**src/vdc_pkg.sv**
```systemverilog
// Package with register map, field layout, reset values and mode encodings of the decoder control bank.
// Contract
// - Two-bit field selects luma/chroma separation method.
// - Bit 2 set suppresses EAV/SAV timing codes.
// - Two-bit field selects pixel interpolator mode.
// - Two-bit field selects clock locking mode.
// - First control register resets zero, bit3 reserved.
// - Register 0x09 reserved, resets to zero.
// - First gain drives composite and luma paths.
// - Second gain drives chroma input path.
// - Gain law is logarithmic in the code.
// - Gain code 0x3C gives unity gain.
// - Bit 0 enables automatic gain control.
// - Coring field sets gain control dead band.
// - Bit 4 enables sharpness filtering.
// - Bit 5 enables automatic colour control.
// - Pivot select: 0 gives 50%, 1 gives 0%.
// - Bit 7 set disables the colour killer.
// - Contrast gain seven bits, resets to 0x40.
// - Output luma follows contrast equation per pivot.
package vdc_pkg;
    // Sub-addresses of the bank.
    localparam logic [7:0] VDC_ADDR_CTRL_ONE  = 8'h08;
    localparam logic [7:0] VDC_ADDR_SPARE     = 8'h09;
    localparam logic [7:0] VDC_ADDR_LUMA_GAIN = 8'h0A;
    localparam logic [7:0] VDC_ADDR_CHRO_GAIN = 8'h0B;
    localparam logic [7:0] VDC_ADDR_GAIN_COL  = 8'h0C;
    localparam logic [7:0] VDC_ADDR_CONTRAST  = 8'h0D;
    // Reset values.
    localparam logic [7:0] VDC_RST_CTRL_ONE   = 8'h00;
    localparam logic [7:0] VDC_RST_SPARE      = 8'h00;
    localparam logic [7:0] VDC_RST_GAIN       = 8'h3C;
    localparam logic [7:0] VDC_RST_GAIN_COL   = 8'h00;
    localparam logic [7:0] VDC_RST_CONTRAST   = 8'h40;
    // Field positions in the first control register.
    localparam int VDC_SEP_LSB   = 0;
    localparam int VDC_REFDIS    = 2;
    localparam int VDC_INTP_LSB  = 4;
    localparam int VDC_CLK_LSB   = 6;
    // Field positions in the gain and colour register.
    localparam int VDC_AGC_EN    = 0;
    localparam int VDC_CORE_LSB  = 2;
    localparam int VDC_SHARPEN_ENABLE     = 4;
    localparam int VDC_AUTO_COL  = 5;
    localparam int VDC_PIVOT     = 6;
    localparam int VDC_KILLDIS   = 7;
    // Contrast arithmetic constants.
    localparam logic [7:0] VDC_LUMA_MID       = 8'h80;
    localparam int         VDC_CONTRAST_SHIFT = 6;
    // Separation method codes.
    typedef enum logic [1:0] {
        VDC_SEP_ADAPT = 2'b00, VDC_SEP_1D = 2'b01, VDC_SEP_2D = 2'b10, VDC_SEP_RSVD = 2'b11
    } vdc_sep_type;
    // Interpolator codes.
    typedef enum logic [1:0] {
        VDC_INT_AUTO = 2'b00, VDC_INT_ON = 2'b01, VDC_INT_OFF = 2'b10, VDC_INT_RSVD = 2'b11
    } vdc_intp_type;
    // Clock mode codes.
    typedef enum logic [1:0] {
        VDC_CLK_AUTO = 2'b00, VDC_CLK_LINE = 2'b01, VDC_CLK_FRAME = 2'b10, VDC_CLK_FIXED = 2'b11
    } vdc_clk_type;
endpackage

```
**src/vdc_regs.sv**
```systemverilog
// Decoder control register bank with decoded mode outputs and the contrast stage.
`timescale 1ns/1ps
module vdc_regs
    import vdc_pkg::*;
(
    // Clock and reset.
    input  wire logic       mclk,
    input  wire logic       reset,
    // Register access port from the serial control bus front end.
    input  wire logic [7:0] reg_addr,
    input  wire logic       reg_wr,
    input  wire logic [7:0] reg_wdata,
    output logic      [7:0] reg_rdata,
    output logic            reg_hit,
    // Decoder controls.
    output logic      [1:0] separation_mode,
    output logic            reference_code_disable,
    output logic            ref_code_insert,
    output logic      [1:0] interpolator_mode,
    output logic            interp_active,
    output logic      [1:0] clock_lock_mode,
    output logic      [7:0] luma_gain_value,
    output logic      [7:0] chroma_gain_value,
    output logic            luma_gain_unity,
    output logic            chroma_gain_unity,
    output logic            agc_enable,
    output logic      [1:0] gain_dead_band,
    output logic      [2:0] dead_band_lsb,
    output logic            sharpen_enable,
    output logic            auto_colour_enable,
    output logic            contrast_pivot_select,
    output logic            colour_kill_disable,
    output logic            colour_kill_enable,
    output logic      [6:0] contrast_factor,
    // Luma datapath through the contrast stage.
    input  wire logic [7:0] luma_in,
    output logic      [7:0] luma_out
);
    // Stored registers, all bits writable including reserved ones.
    logic [7:0] ctrl_one_r;      // Separation, code insert, interpolator, clock mode.
    logic [7:0] spare_r;         // Reserved register kept at its written value.
    logic [7:0] luma_gain_r;     // Composite and luma path gain code.
    logic [7:0] chroma_gain_r;   // Chroma path gain code.
    logic [7:0] gain_col_r;      // Gain and colour control bits.
    logic [7:0] contrast_r;      // Contrast factor plus reserved bit 7.

    // Write strobe decode, shared by every register.
    function automatic logic wr_hit(input logic [7:0] a, input logic w, input logic [7:0] target);
        wr_hit = w && (a == target);
    endfunction

    // Unity gain test: code 0x3C gives (150 + 251.5) / 401.5 = 1, so 0 dB.
    function automatic logic is_unity(input logic [7:0] g);
        is_unity = (g == VDC_RST_GAIN);
    endfunction

    // First control register; reset clears all bits, reserved bit 3 stays writable.
    always_ff @(posedge mclk) begin
        if (reset) begin
            ctrl_one_r <= VDC_RST_CTRL_ONE;
        end else if (wr_hit(reg_addr, reg_wr, VDC_ADDR_CTRL_ONE)) begin
            ctrl_one_r <= reg_wdata;
        end
    end

    // Reserved register; storing it lets the host read back what it wrote.
    always_ff @(posedge mclk) begin
        if (reset) begin
            spare_r <= VDC_RST_SPARE;
        end else if (wr_hit(reg_addr, reg_wr, VDC_ADDR_SPARE)) begin
            spare_r <= reg_wdata;
        end
    end

    // Composite and luma gain register.
    always_ff @(posedge mclk) begin
        if (reset) begin
            luma_gain_r <= VDC_RST_GAIN;
        end else if (wr_hit(reg_addr, reg_wr, VDC_ADDR_LUMA_GAIN)) begin
            luma_gain_r <= reg_wdata;
        end
    end

    // Chroma gain register.
    always_ff @(posedge mclk) begin
        if (reset) begin
            chroma_gain_r <= VDC_RST_GAIN;
        end else if (wr_hit(reg_addr, reg_wr, VDC_ADDR_CHRO_GAIN)) begin
            chroma_gain_r <= reg_wdata;
        end
    end

    // Gain and colour control register.
    always_ff @(posedge mclk) begin
        if (reset) begin
            gain_col_r <= VDC_RST_GAIN_COL;
        end else if (wr_hit(reg_addr, reg_wr, VDC_ADDR_GAIN_COL)) begin
            gain_col_r <= reg_wdata;
        end
    end

    // Contrast register; bit 7 is reserved but stored so readback matches the write.
    always_ff @(posedge mclk) begin
        if (reset) begin
            contrast_r <= VDC_RST_CONTRAST;
        end else if (wr_hit(reg_addr, reg_wr, VDC_ADDR_CONTRAST)) begin
            contrast_r <= reg_wdata;
        end
    end

    // Read mux; unmapped addresses read zero and drop reg_hit so the front end can refuse them.
    always_comb begin
        reg_hit = 1'b1;
        case (reg_addr)
            VDC_ADDR_CTRL_ONE:  reg_rdata = ctrl_one_r;
            VDC_ADDR_SPARE:     reg_rdata = spare_r;
            VDC_ADDR_LUMA_GAIN: reg_rdata = luma_gain_r;
            VDC_ADDR_CHRO_GAIN: reg_rdata = chroma_gain_r;
            VDC_ADDR_GAIN_COL:  reg_rdata = gain_col_r;
            VDC_ADDR_CONTRAST:  reg_rdata = contrast_r;
            default: begin
                reg_rdata = 8'h00;
                reg_hit   = 1'b0;
            end
        endcase
    end

    // Raw field views of the first control register.
    assign separation_mode        = ctrl_one_r[VDC_SEP_LSB +: 2];
    assign reference_code_disable = ctrl_one_r[VDC_REFDIS];
    assign ref_code_insert        = ~ctrl_one_r[VDC_REFDIS];
    assign interpolator_mode      = ctrl_one_r[VDC_INTP_LSB +: 2];
    assign clock_lock_mode        = ctrl_one_r[VDC_CLK_LSB +: 2];

    // Interpolator state: forced on runs, auto follows the clock mode (runs unless line-locked).
    // Reserved code is treated as off so a bad write cannot start an unexpected mode.
    always_comb begin
        case (vdc_intp_type'(interpolator_mode))
            VDC_INT_AUTO: interp_active = (vdc_clk_type'(clock_lock_mode) != VDC_CLK_LINE);
            VDC_INT_ON:   interp_active = 1'b1;
            VDC_INT_OFF:  interp_active = 1'b0;
            default:      interp_active = 1'b0;
        endcase
    end

    // Gain codes go straight to the input amplifiers, whose law is logarithmic in the code.
    assign luma_gain_value    = luma_gain_r;
    assign chroma_gain_value  = chroma_gain_r;
    assign luma_gain_unity    = is_unity(luma_gain_r);
    assign chroma_gain_unity  = is_unity(chroma_gain_r);

    // Gain and colour field views.
    assign agc_enable            = gain_col_r[VDC_AGC_EN];
    assign gain_dead_band        = gain_col_r[VDC_CORE_LSB +: 2];
    assign sharpen_enable        = gain_col_r[VDC_SHARPEN_ENABLE];
    assign auto_colour_enable    = gain_col_r[VDC_AUTO_COL];
    assign contrast_pivot_select = gain_col_r[VDC_PIVOT];
    assign colour_kill_disable   = gain_col_r[VDC_KILLDIS];
    assign colour_kill_enable    = ~gain_col_r[VDC_KILLDIS];
    assign contrast_factor       = contrast_r[6:0];

    // Dead band width in LSB; code 3 gives zero width, no dead band at all.
    always_comb begin
        case (gain_dead_band)
            2'b00:   dead_band_lsb = 3'h2;
            2'b01:   dead_band_lsb = 3'h3;
            2'b10:   dead_band_lsb = 3'h4;
            default: dead_band_lsb = 3'h0;
        endcase
    end

    // Contrast stage; new settings apply to the next sample after the write.
    vdc_contrast u_contrast (
        .mclk                  (mclk),
        .reset                 (reset),
        .contrast_factor       (contrast_factor),
        .contrast_pivot_select (contrast_pivot_select),
        .luma_in               (luma_in),
        .luma_out              (luma_out)
    );
endmodule

```
**src/vdc_contrast.sv**
```systemverilog
// Contrast stage that scales luma by a seven-bit factor around a selectable pivot.
`timescale 1ns/1ps
module vdc_contrast
    import vdc_pkg::*;
(
    // Clock and reset.
    input  wire logic       mclk,
    input  wire logic       reset,
    // Settings.
    input  wire logic [6:0] contrast_factor,
    input  wire logic       contrast_pivot_select,
    // Luma in and out.
    input  wire logic [7:0] luma_in,
    output logic      [7:0] luma_out
);
    // Signed product, wide enough for 255 * 127 with sign.
    logic signed [17:0] centred;     // Input less the pivot.
    logic signed [17:0] scaled;      // Product shifted by the factor scale.
    logic signed [17:0] result;      // Value before clamping.

    // Pivot 0 centres at mid-scale, pivot 1 scales from black.
    always_comb begin
        if (contrast_pivot_select) begin
            centred = $signed({10'h000, luma_in});
        end else begin
            centred = $signed({10'h000, luma_in}) - $signed({10'h000, VDC_LUMA_MID});
        end
        scaled = (centred * $signed({11'h000, contrast_factor})) >>> VDC_CONTRAST_SHIFT;
        result = contrast_pivot_select ? scaled : scaled + $signed({10'h000, VDC_LUMA_MID});
    end

    // Registered output, clamped to the eight-bit range so gains above one cannot wrap.
    always_ff @(posedge mclk) begin
        if (reset) begin
            luma_out <= 8'h00;
        end else if (result < 0) begin
            luma_out <= 8'h00;
        end else if (result > 18'sh000FF) begin
            luma_out <= 8'hFF;
        end else begin
            luma_out <= result[7:0];
        end
    end
endmodule

```
**config.mk**
```make
export PLATFORM = sky130hd
export DESIGN_NAME = vdc_regs
export DESIGN_NICKNAME = d
export VERILOG_FILES = /design/src/vdc_pkg.sv /design/src/vdc_regs.sv /design/src/vdc_contrast.sv
export SDC_FILE = /design/constraint.sdc
export NUM_CORES = 1
export LEC_CHECK = 0
export ABC_AREA = 1
export BUFFER_PORTS_ARGS = -buffer_cell sky130_fd_sc_hd__clkbuf_2
export CORE_MARGIN = 4
export CORE_UTILIZATION = 55
export DETAILED_ROUTE_END_ITERATION = 10
export HOLD_SLACK_MARGIN = 0.08
export PLACE_DENSITY = 0.77
export RECOVER_POWER = 100
export SLEW_MARGIN = 40
export SYNTH_ARGS = -nofsm -noshare
export SYNTH_HDL_FRONTEND = slang
export SYNTH_HIERARCHICAL = 1
export SYNTH_SLANG_ARGS = --single-unit
export TNS_END_PERCENT = 50
```
**constraint.sdc**
```tcl
create_clock -name mclk -period 7.3 [get_ports mclk]
set_input_delay 1.095 -clock mclk [delete_from_list [all_inputs] [get_ports mclk]]
set_output_delay 1.095 -clock mclk [all_outputs]
set_load 0.02 [all_outputs]
```
# [Word-level counts from Yosys, hierarchy flattened]
# Index checks and enable logic that the tools add are counted.
[totals] ff_bits=56 latchBits=0 ramBits=0 romBits=0 inputBits=27 output_inout_bits=62 elab_cells=43 mem_count=0
[op_classes] add_sub_neg=2 multipliers=1 div_mod_pow=0 n_lt_le_gt_ge=2 n_eq_ne=12 shifts=0 n_mux=7 bitwise=2 reduce_logical=10
[ops] operator="8-bit by 4-bit equality test with 1-bit output, second input constant" count=6
[ops] operator="8-bit one-hot mux with 6 select lines" count=1
[ops] operator="18-bit two-way mux" count=2
[ops] operator="18-bit by 9-bit > comparator with 1-bit output, second input constant" count=1
[ops] operator="18-bit by 1-bit < comparator with 1-bit output, second input constant" count=1
[ops] operator="18-bit by 8-bit multiplier with 18-bit output" count=1
[ops] operator="8-bit by 6-bit equality test with 1-bit output, second input constant" count=2
[ops] operator="12-bit by 9-bit adder with 13-bit output, second input constant" count=1
[ops] operator="3-bit one-hot mux with 3 select lines" count=1
[ops] operator="8-bit by 8-bit subtractor with 9-bit output, second input constant" count=1
[ops] operator="8-bit two-way mux" count=1
[ops] operator="1-bit logical AND" count=6
[ops] operator="6-bit OR reduction" count=1
[ops] operator="2-bit by 1-bit equality test with 1-bit output, second input constant" count=2
[ops] operator="2-bit logical NOT" count=2
[ops] operator="2-bit equality test, second input constant" count=1
[ops] operator="2-bit by 1-bit != test with 1-bit output, second input constant" count=1
[ops] operator="1-bit NOT" count=2
[ops] operator="1-bit one-hot mux with 2 select lines" count=1
[ops] operator="2-bit OR reduction" count=1
[ops] operator="1-bit two-way mux" count=1

# [Logic depth before layout (Yosys ltp)]
# Gate-level depths: netlist of the first run.
[depth] word_depth=7 mapped_depth=27 depth_no_buf=26

# [By module]
# Netlist of the first run, hierarchy kept.
[by_module_without_submodules] mod="vdc_contrast" instances=1 cells_per_inst=460 area_per_inst_um2=3211.8 seq_area_each_um2=160.2
[by_module_without_submodules] mod="vdc_regs" instances=1 cells_per_inst=460 area_per_inst_um2=2821.5 seq_area_each_um2=960.9

# [Least setup slack after synthesis of the first run]
# OpenSTA, ideal clock, no wires.
[synth_path] path_type="input-to-reg" startpoint="input port luma_in[7]" endpoint="register u_contrast.luma_out[0]" setup_ps=64 t_arrival_ps=5492 required_time_ps=7236 path_slack_ps=1744 stages=25 path_buffers=1 path_cell_list="inv_1 > ha_1 > clkbuf_1 > nand2_1 > inv_1 > ha_1 > inv_1 > xor2_1 > inv_1 > fa_1 > fa_1 > fa_1 > inv_1 > ha_1 > nand2_2 > nor2_1 > and3_1 > nand2_1 > nand2_1 > a21oi_2 > xor2_2 > inv_2 > nand2_2 > nand2_4 > nor2_1"
[synth_via] elab_chain_cells=7 elab_cells_between_ends=9 classes_between="add/sub (2); mul (1); order compare (2); mux (3); reduce/logical (1)"
[synth_lines] item="start, declared" line="vdc_regs.sv:36" text="input wire logic [7:0] luma_in,"
[synth_lines] item="8-bit by 8-bit subtractor with 9-bit output" line="vdc_contrast.sv:26" text="centred = $signed({10'h000, luma_in}) - $signed({10'h000, VDC_LUMA_MID});"
[synth_lines] item="18-bit two-way mux *" line="vdc_contrast.sv:23" text="if (contrast_pivot_select) begin"
[synth_lines] item="18-bit by 8-bit multiplier with 18-bit output *" line="vdc_contrast.sv:28" text="scaled = (centred * $signed({11'h000, contrast_factor})) >>> VDC_CONTRAST_SHIFT;"
[synth_lines] item="12-bit by 9-bit adder with 13-bit output" line="vdc_contrast.sv:29" text="result = contrast_pivot_select ? scaled : scaled + $signed({10'h000, VDC_LUMA_MID});"
[synth_lines] item="18-bit two-way mux *" line="vdc_contrast.sv:29"
[synth_lines] item="18-bit by 9-bit > comparator with 1-bit output or 18-bit by 1-bit < comparator with 1-bit output (tied branches)" line="vdc_contrast.sv:38, vdc_contrast.sv:36"
[synth_lines] item="8-bit two-way mux or 2-bit OR reduction (tied branches)"
[synth_lines] item="end signal, assigned" line="vdc_contrast.sv:41" text="luma_out <= result[7:0];"
[synth_lines] item="end, declared" line="vdc_contrast.sv:14" text="output logic [7:0] luma_out"
# Mark *: on every way between the ends. The rest lies on a longest branch, timed or not.
# A chain may end at the register's enable or synchronous reset.

# [Worst setup path in the final report of the first run]
[layout_path] startpoint="input port luma_in[7]" endpoint="register u_contrast.luma_out[1]"
# Same word-level chain as after synthesis.

==> results of run 1 <==
-- worst paths after layout --
path | startpoint | to
worst max-delay path | luma_in[7] | u_contrast/luma_out[1]
worst min-delay path | gain_col_r[1] | gain_col_r[1]
worst max register to register | gain_col_r[6] | u_contrast/luma_out[1]
worst min register to register | gain_col_r[1] | gain_col_r[1]
-- routing by layer --
| metal | GRT usage | vias up | part of all wire |
|---|---|---|---|
| li1 | - | 2834 | - |
| met1 | 0.299 | 2515 | 0.40 |
| met2 | 0.457 | 172 | 0.51 |
| met3 | 0.0241 | 34 | 0.058 |
| met4 | 0.0849 | 0 | 0.030 |
| met5 | 0 | - | 0 |
-- kinds of logic (layout without fill, tap and decap cells) --
family          after synthesis  count (layout)
compound gates               45              45
buf+inv                     247             304
fa+ha+maj                    86              86
flops                        56              56
xor+xnor                     17              17
simple gates                469             469
-- worst max-delay path, delay by kind of cell --
family          cells  cell delay [ps]
fa+ha+maj           6             2430
simple gates        9             1010
compound gates      1              160
xor+xnor            2              950
buf+inv             7              540
-- through the flow --
stage,area [µm²],power (mW)
after floorplan,6030,0.394
final,6390,0.665
after global placement,6400,0.426
after global routing,6390,0.693
after detailed placement,6400,0.428
after CTS,6540,0.671
-- layout by cell type (no fill, tap or decap) --
master and instances:
sky130_fd_sc_hd__nor2_1 138, sky130_fd_sc_hd__xor2_1 8, sky130_fd_sc_hd__and3_1 2, sky130_fd_sc_hd__o21ai_0 5
sky130_fd_sc_hd__buf_4 1, sky130_fd_sc_hd__fa_1 45, sky130_fd_sc_hd__nor2_4 4, sky130_fd_sc_hd__inv_6 1
sky130_fd_sc_hd__clkbuf_1 62, sky130_fd_sc_hd__inv_1 202, sky130_fd_sc_hd__a21oi_1 26, sky130_fd_sc_hd__clkbuf_8 5
sky130_fd_sc_hd__nand3_1 81, sky130_fd_sc_hd__ha_1 41, sky130_fd_sc_hd__nor3_1 1, sky130_fd_sc_hd__o21ai_2 3
sky130_fd_sc_hd__o31ai_1 1, sky130_fd_sc_hd__a31oi_1 2, sky130_fd_sc_hd__dfxtp_1 56, sky130_fd_sc_hd__a21o_1 2
sky130_fd_sc_hd__nor4_1 2, sky130_fd_sc_hd__nand2_1 221, sky130_fd_sc_hd__xor2_2 1, sky130_fd_sc_hd__clkbuf_2 26
sky130_fd_sc_hd__o21bai_1 4, sky130_fd_sc_hd__nand4_1 6, sky130_fd_sc_hd__xnor2_1 8, sky130_fd_sc_hd__nand3b_1 1
sky130_fd_sc_hd__nand2_2 7, sky130_fd_sc_hd__nand4_2 1, sky130_fd_sc_hd__nand2_4 1, sky130_fd_sc_hd__nor2_2 3
sky130_fd_sc_hd__nor2_8 1, sky130_fd_sc_hd__bufinv_16 2, sky130_fd_sc_hd__inv_2 5, sky130_fd_sc_hd__a21oi_2 2
-- synthesized netlist by cell type --
| library cell | count |
|---|---|
| sky130_fd_sc_hd__nand2_2 | 11 |
| sky130_fd_sc_hd__buf_6 | 4 |
| sky130_fd_sc_hd__inv_2 | 6 |
| sky130_fd_sc_hd__nor4_1 | 2 |
| sky130_fd_sc_hd__nor2_4 | 7 |
| sky130_fd_sc_hd__a21o_1 | 2 |
| sky130_fd_sc_hd__a21oi_2 | 3 |
| sky130_fd_sc_hd__nand4_2 | 1 |
| sky130_fd_sc_hd__fa_1 | 45 |
| sky130_fd_sc_hd__nor2_2 | 3 |
| sky130_fd_sc_hd__xor2_1 | 7 |
| sky130_fd_sc_hd__o21ai_2 | 3 |
| sky130_fd_sc_hd__nand3_1 | 79 |
| sky130_fd_sc_hd__buf_2 | 4 |
| sky130_fd_sc_hd__a31oi_1 | 2 |
| sky130_fd_sc_hd__nand3b_1 | 1 |
| sky130_fd_sc_hd__inv_1 | 201 |
| sky130_fd_sc_hd__buf_1 | 3 |
| sky130_fd_sc_hd__ha_1 | 41 |
| sky130_fd_sc_hd__nor3_1 | 1 |
| sky130_fd_sc_hd__o21bai_1 | 4 |
| sky130_fd_sc_hd__nand2_1 | 215 |
| sky130_fd_sc_hd__xnor2_1 | 8 |
| sky130_fd_sc_hd__nand4_1 | 6 |
| sky130_fd_sc_hd__nor2_8 | 1 |
| sky130_fd_sc_hd__and3_1 | 2 |
| sky130_fd_sc_hd__buf_4 | 18 |
| sky130_fd_sc_hd__nand2_4 | 3 |
| sky130_fd_sc_hd__o31ai_1 | 1 |
| sky130_fd_sc_hd__xor2_2 | 2 |
| sky130_fd_sc_hd__a21oi_1 | 25 |
| sky130_fd_sc_hd__dfxtp_1 | 56 |
| sky130_fd_sc_hd__nor2_1 | 135 |
| sky130_fd_sc_hd__o21ai_0 | 5 |
| sky130_fd_sc_hd__nand3_2 | 2 |
| sky130_fd_sc_hd__clkbuf_1 | 11 |
-- final cells by class --
class,instances,area (µm²),share of cell area
inverters,207,777,0.122
clock inverters,3,68.8,0.0108
repair buffers,89,370,0.0580
clock buffers,5,68.8,0.0108
flip-flops and latches,56,1120,0.175
well taps,136,170,0.0266
multi-input cells,617,3810,0.597
-- flip-flops by register name, summed over array words and instances, names as in the netlist --
name                 count
chroma_gain_value        8
contrast_r               8
u_contrast/luma_out      8
luma_gain_value          8
ctrl_one_r               8
spare_r                  8
gain_col_r               8
-- power by group through the flow --
stage               logic, mW  registers, mW  clock network [mW]
floorplan              0.0718          0.322                   0
global placement        0.108          0.318                   0
detailed placement      0.110          0.318                   0
CTS                     0.111          0.311               0.250
global route            0.121          0.311               0.261
finish                  0.107          0.311               0.247
==> run summary, run 1 <==
In this run the power density over the cells is 104 nW/µm². For this block, the via count after detailed routing is 5555. After detailed routing, the average wire length per cell comes to 13.8 µm. The slowest stage of the critical path is the sky130_fd_sc_hd__fa_1 cell.

The number of H-tree levels came out at 2. The detail route stage leaves a number of antenna-violating nets equal to 0. The buffer depth of the longest clock path is 2. The critical path class is in2reg.

The number of pins exceeding their max-slew limit in the final report is 0. TritonCTS built the clock tree. The final number of setup-violating endpoints is 0. The count of inserted antenna diode cells came out at 0.

The post-CTS setup buffer count came out at 0. The delay of the slowest cell on the worst path came out at 550 ps. The register bit total from synthesis is 56.

Measured in cells, the most critical reg-to-reg path has a length of 24. The switching part of the total power came out at 0.278. The maximum number of pins on one net before global-route repair is 49.

The count of input and output buffers came out at 88. The run finished with clean final reports. The relative max-transition margin is 0.0767. For the pin with the worst max-slew slack, the measured transition is 1390 ps. The layout-stage area growth over the synthesis result is 5.91%. The mean number of vias per cell is 4.99. Wires add up to 15300 µm. The number of instances on the worst hold path is 2. The post-synthesis compound-gate area fraction is 0.0444. The final routed DRC violation total came out at 0. Of all cell types, the one taking the most synthesized area is sky130_fd_sc_hd__dfxtp_1. The floorplan step defined a core boundary enclosing 10500 µm². The post-cts gate resize count came out at 0. The share of the Yosys chip area taken by registers is 0.186. By area, the combinational part of the netlist is dominated by simple AND/OR/NAND/NOR gates. The clock insertion delay at the later pin of the skew report came out at 310 ps. The post-synthesis share of cell area spent on xor and xnor gates is 0.0272. The synthesized-area fraction occupied by adder cells came out at 0.234. In the final layout, the share of cells above drive strength 1 is 0.0645. Yosys attributes the largest share of cell area to sky130_fd_sc_hd__dfxtp_1 19%, sky130_fd_sc_hd__fa_1 15%, sky130_fd_sc_hd__nand2_1 13%. The count of hold buffers inserted by post-cts repair came out at 0. In the synthesized netlist, the number of instances is 920. In this run the power spent charging and discharging nets is 0.185 mW. For this run, the number of Yosys warnings is 6. The most numerous cell on the critical path is sky130_fd_sc_hd__nand2_1. Setup slack closes at 1350 ps.

The placed wire-length estimate after detailed placement came out at 12300 µm. The TritonCTS buffer count is 5. At the worst endpoint, the required time is 7550 ps.

The number of nets at the end of the flow is 1089. The floorplan step defined a die boundary enclosing 12700 µm². The effective utilization at floorplan came out at 0.574. The synthesized area per cell came out at 6.56 µm².

The number of placed instances with taps included is 1105. The die extent in y is 113 µm. The maximum fanout along the worst path came out at 9. The final cycle utilization of the critical path is 0.814. The data arrival time of the critical path came out at 6200 ps. Prior to clock tree synthesis, the placed netlist has a worst setup slack of 1290 ps. The final critical delay including setup and external delays is 5950 ps. STA classifies the critical path endpoint as a flop. The peak supply drop came out at 0.0853 mV.

The horizontal extent of the die is 113 µm. Max-cap violations in this run came to 0. Of the post-synthesis cell area, the dominant cell type holds 0.186.

The internal cell power is 0.480 mW. The setup TNS after final layout came out at 0 ps. The via count of the first global-routing pass came out at 5532. The tightest min-delay check is of the reg2reg type.

The first-iteration detailed-routing DRC count is 425. The worst setup skew after layout came out at 4.36 ps. The global-route wire length before repair is 25800 µm. Setup repair after global routing left no endpoint under its margin.

The non-filler instance count after layout came out at 1113. The clock share of power is 0.371. The initial antenna violation count is 0. The all-layer global routing usage came out at 0.247.

The number of hold violations in the final report is 0. The worst hold slack is 495 ps. STA classifies the critical path startpoint as an input pin. The number of nets in the synthesized netlist is 1033. The clock slew at the register clock pins of the worst setup and hold paths came out at 100 ps. The number of ports placed on the die boundary came out at 89. The cell sitting at the root of the clock tree is a sky130_fd_sc_hd__clkbuf_8. The relative contribution of combinational cells to total power came out at 0.161. The share of cell area taken by muxes after synthesis came out at 0.

The final weighted congestion in routability-driven placement came out at 0.923. The initialized floorplan defines 37 standard-cell rows. The number of sinks driven by the clock tree is 56.

The simple-gate area share of the yosys netlist came out at 0.338. The portion of total power attributed to sequential cells is 0.467. The register-to-register setup slack came out at 1540 ps. The analysis attributes to cell leakage a power of 3.74 nW. The length of the first detailed-routing pass in iterations came out at 6.

The total grt overflow is 0. In this run the cell area of the synthesized design comes to 6030 µm². The count of different cell masters after synthesis came out at 36. The maximum operating frequency came out at 0.168 GHz. The final design utilization came out at 0.608.

The count of filler cells inserted in the layout came out at 1069.
(Power assumes the default switching activity.)
==> run 2: changes to the inputs <==
- clock period: 7.3 -> 5.5 ns (I/O delays scaled with it)
==> run summary, run 2 (synthesis gave the netlist of run 1 again) <==
The data arrival time of the critical path is 5370 ps. The internal cell power is 0.548 mW. The floorplan step set the die height to 113 µm. The final number of setup-violating endpoints came out at 0. The non-filler instance count after layout came out at 1120. The wire length after detailed routing is 15500 µm. The worst hold slack came out at 495 ps. The pre-CTS setup slack is 79.8 ps.

The category of the worst setup path launch point is an input pin. The initial antenna violation count is 0. The mean number of vias per cell is 5.07. The transition at the pin with the smallest max-transition slack is 1370 ps. The footprint of the multi-input gates is 3830 µm². The library cell used most frequently in the layout, excluding fill and tap cells, is sky130_fd_sc_hd__nand2_1. Once placement completed, the tool counted placed cells totaling 1112.

The buffer depth of the longest clock path is 2. The filler cells instantiated in the layout total 1086. The number of placement rows is 37.

Of the total power, combinational logic draws 0.180. The post-CTS setup buffer count is 0. The TritonCTS buffer count came out at 5.

The number of nets with antenna violations after detailed routing is 0. The startpoint identified for the worst register-to-register timing path is gain_col_r[6]. The run finished with clean final reports. The global-route wire length before repair came out at 25700 µm. The worst hold path belongs to the class reg2reg. The leakage dissipation is 3.77 nW.

Clock tree synthesis selected as its root buffer the cell sky130_fd_sc_hd__clkbuf_8. The final weighted congestion in routability-driven placement came out at 0.878. The first-iteration detailed-routing DRC count came out at 310. The worst hold path begins at gain_col_r[1]. The clock insertion delay at the later pin of the skew report is 310 ps. After global routing the overflow that remains totals 0. The number of nets at the end of the flow came out at 1096. The final cycle utilization of the critical path came out at 0.931.

The peak supply drop is 0.0931 mV. The number of pins exceeding their max-slew limit in the final report is 0. The power per standard cell area came out at 124 nW/µm². The count of input and output buffers came out at 88. The clock share of power came out at 0.302. The via count of the first global-routing pass came out at 5465. The via count is 5677. The worst setup skew after layout is 9.22 ps. The total of max-cap violations is 0.

The clock slew at the register clock pins of the worst setup and hold paths is 110 ps. The final critical delay including setup and external delays is 5120 ps. The share of total power dissipated in sequential elements is 0.518. The critical path starts at luma_in[7]. The layout-stage area growth over the synthesis result is 6.24%. The area of the die is 12700 µm². The combined flip-flop and latch cell area came out at 1120 µm². The setup TNS after final layout is 0 ps. The region available for standard cell placement spans 10500 µm². The number of hold buffers added after CTS was 0.

The per-cell routed wire length is 13.8 µm. The number of H-tree levels is 2. The all-layer global routing usage is 0.246. Overall power consumption after layout is estimated at 0.796 mW. Along the worst path, the maximum fanout reaches 9. The final routed DRC violation total is 0. The post-cts gate resize count is 0. The switching power of the nets came out at 0.247 mW. The relative max-transition margin is 0.0841.

TritonCTS built the clock tree. The worst setup path is of the in2reg kind. Pin placement for this block handled 89 I/O pins.

The number of antenna diodes in the final layout is 0. The share of cells above drive strength 1 came out at 0.0762. In the layout the commonest cells are 218 x sky130_fd_sc_hd__nand2_1, 202 x sky130_fd_sc_hd__inv_1, 138 x sky130_fd_sc_hd__nor2_1, 81 x sky130_fd_sc_hd__nand3_1, 61 x sky130_fd_sc_hd__clkbuf_1. The number of hold violations in the final report came to 0. The number of sinks driven by the clock tree is 56. The horizontal extent of the die came out at 113 µm. The post-route worst setup slack is 380 ps. The maximum number of pins on one net before global-route repair came out at 49. Once detailed placement completed, the half-perimeter wirelength came to 12500 µm. The effective utilization at floorplan came out at 0.574.

The worst setup path is captured at a flop. The maximum operating frequency came out at 0.195 GHz. The switching part of the total power came out at 0.311. The length of the first detailed-routing pass in iterations is 5.

The required time of the critical path came out at 5750 ps. Setup repair after global routing left no endpoint under its margin.
-- run 2: area by class of cell --
cell class	instances	area share
clock buffers	5	0.0107
clock inverters	3	0.00429
inverters	207	0.121
multi-input cells	617	0.598
flip-flops and latches	56	0.175
well taps	136	0.0265
repair buffers	96	0.0642
-- run 2: power by group through the flow --
stage                     logic [mW]  clock network [mW]  registers [mW]
after global placement         0.143                   0           0.422
after CTS                      0.146               0.243           0.413
after detailed placement       0.145                   0           0.422
final                          0.143               0.240           0.413
after floorplan               0.0953                   0           0.427
after global routing           0.162               0.259           0.413
-- run 2: worst max-delay path, stage by stage --
cell	delay, ps
sky130_fd_sc_hd__clkbuf_2	70
sky130_fd_sc_hd__inv_1	30
sky130_fd_sc_hd__ha_1	380
sky130_fd_sc_hd__nor2_1	80
sky130_fd_sc_hd__ha_1	270
sky130_fd_sc_hd__inv_1	80
sky130_fd_sc_hd__xor2_1	190
sky130_fd_sc_hd__fa_1	490
sky130_fd_sc_hd__fa_1	550
sky130_fd_sc_hd__inv_1	50
sky130_fd_sc_hd__fa_1	520
sky130_fd_sc_hd__inv_1	40
sky130_fd_sc_hd__ha_1	340
sky130_fd_sc_hd__nand2_1	150
sky130_fd_sc_hd__nor2_1	80
sky130_fd_sc_hd__and3_1	140
sky130_fd_sc_hd__nand2_1	80
sky130_fd_sc_hd__nand2_1	70
sky130_fd_sc_hd__a21oi_1	220
sky130_fd_sc_hd__xor2_2	350
sky130_fd_sc_hd__inv_2	60
sky130_fd_sc_hd__nand2_2	90
sky130_fd_sc_hd__nand2_4	70
sky130_fd_sc_hd__nor2_1	120
-- run 2: per-layer routing --
layer	vias to the layer above	routed length, µm	track usage	part of all wire
met5	-	0	0	0
met4	0	585	0.0986	0.038
met3	43	1040	0.0267	0.067
met2	207	7590	0.437	0.49
met1	2581	6240	0.303	0.40
li1	2846	-	-	-
-- run 2: worst paths after layout --
kind | cells after the start | end | slack, ps
worst max-delay path | 24 | u_contrast/luma_out[2] | 380
worst min-delay path | 2 | gain_col_r[1] | 490
worst max register to register | 23 | u_contrast/luma_out[2] | 530
worst min register to register | 2 | gain_col_r[1] | 490
-- run 2: stage by stage --
stage,util,instance area [µm²]
after floorplan,-,6030
after global placement,0.614,6450
after detailed placement,0.614,6450
after CTS,0.623,6550
after global routing,0.610,6410
final,0.610,6410
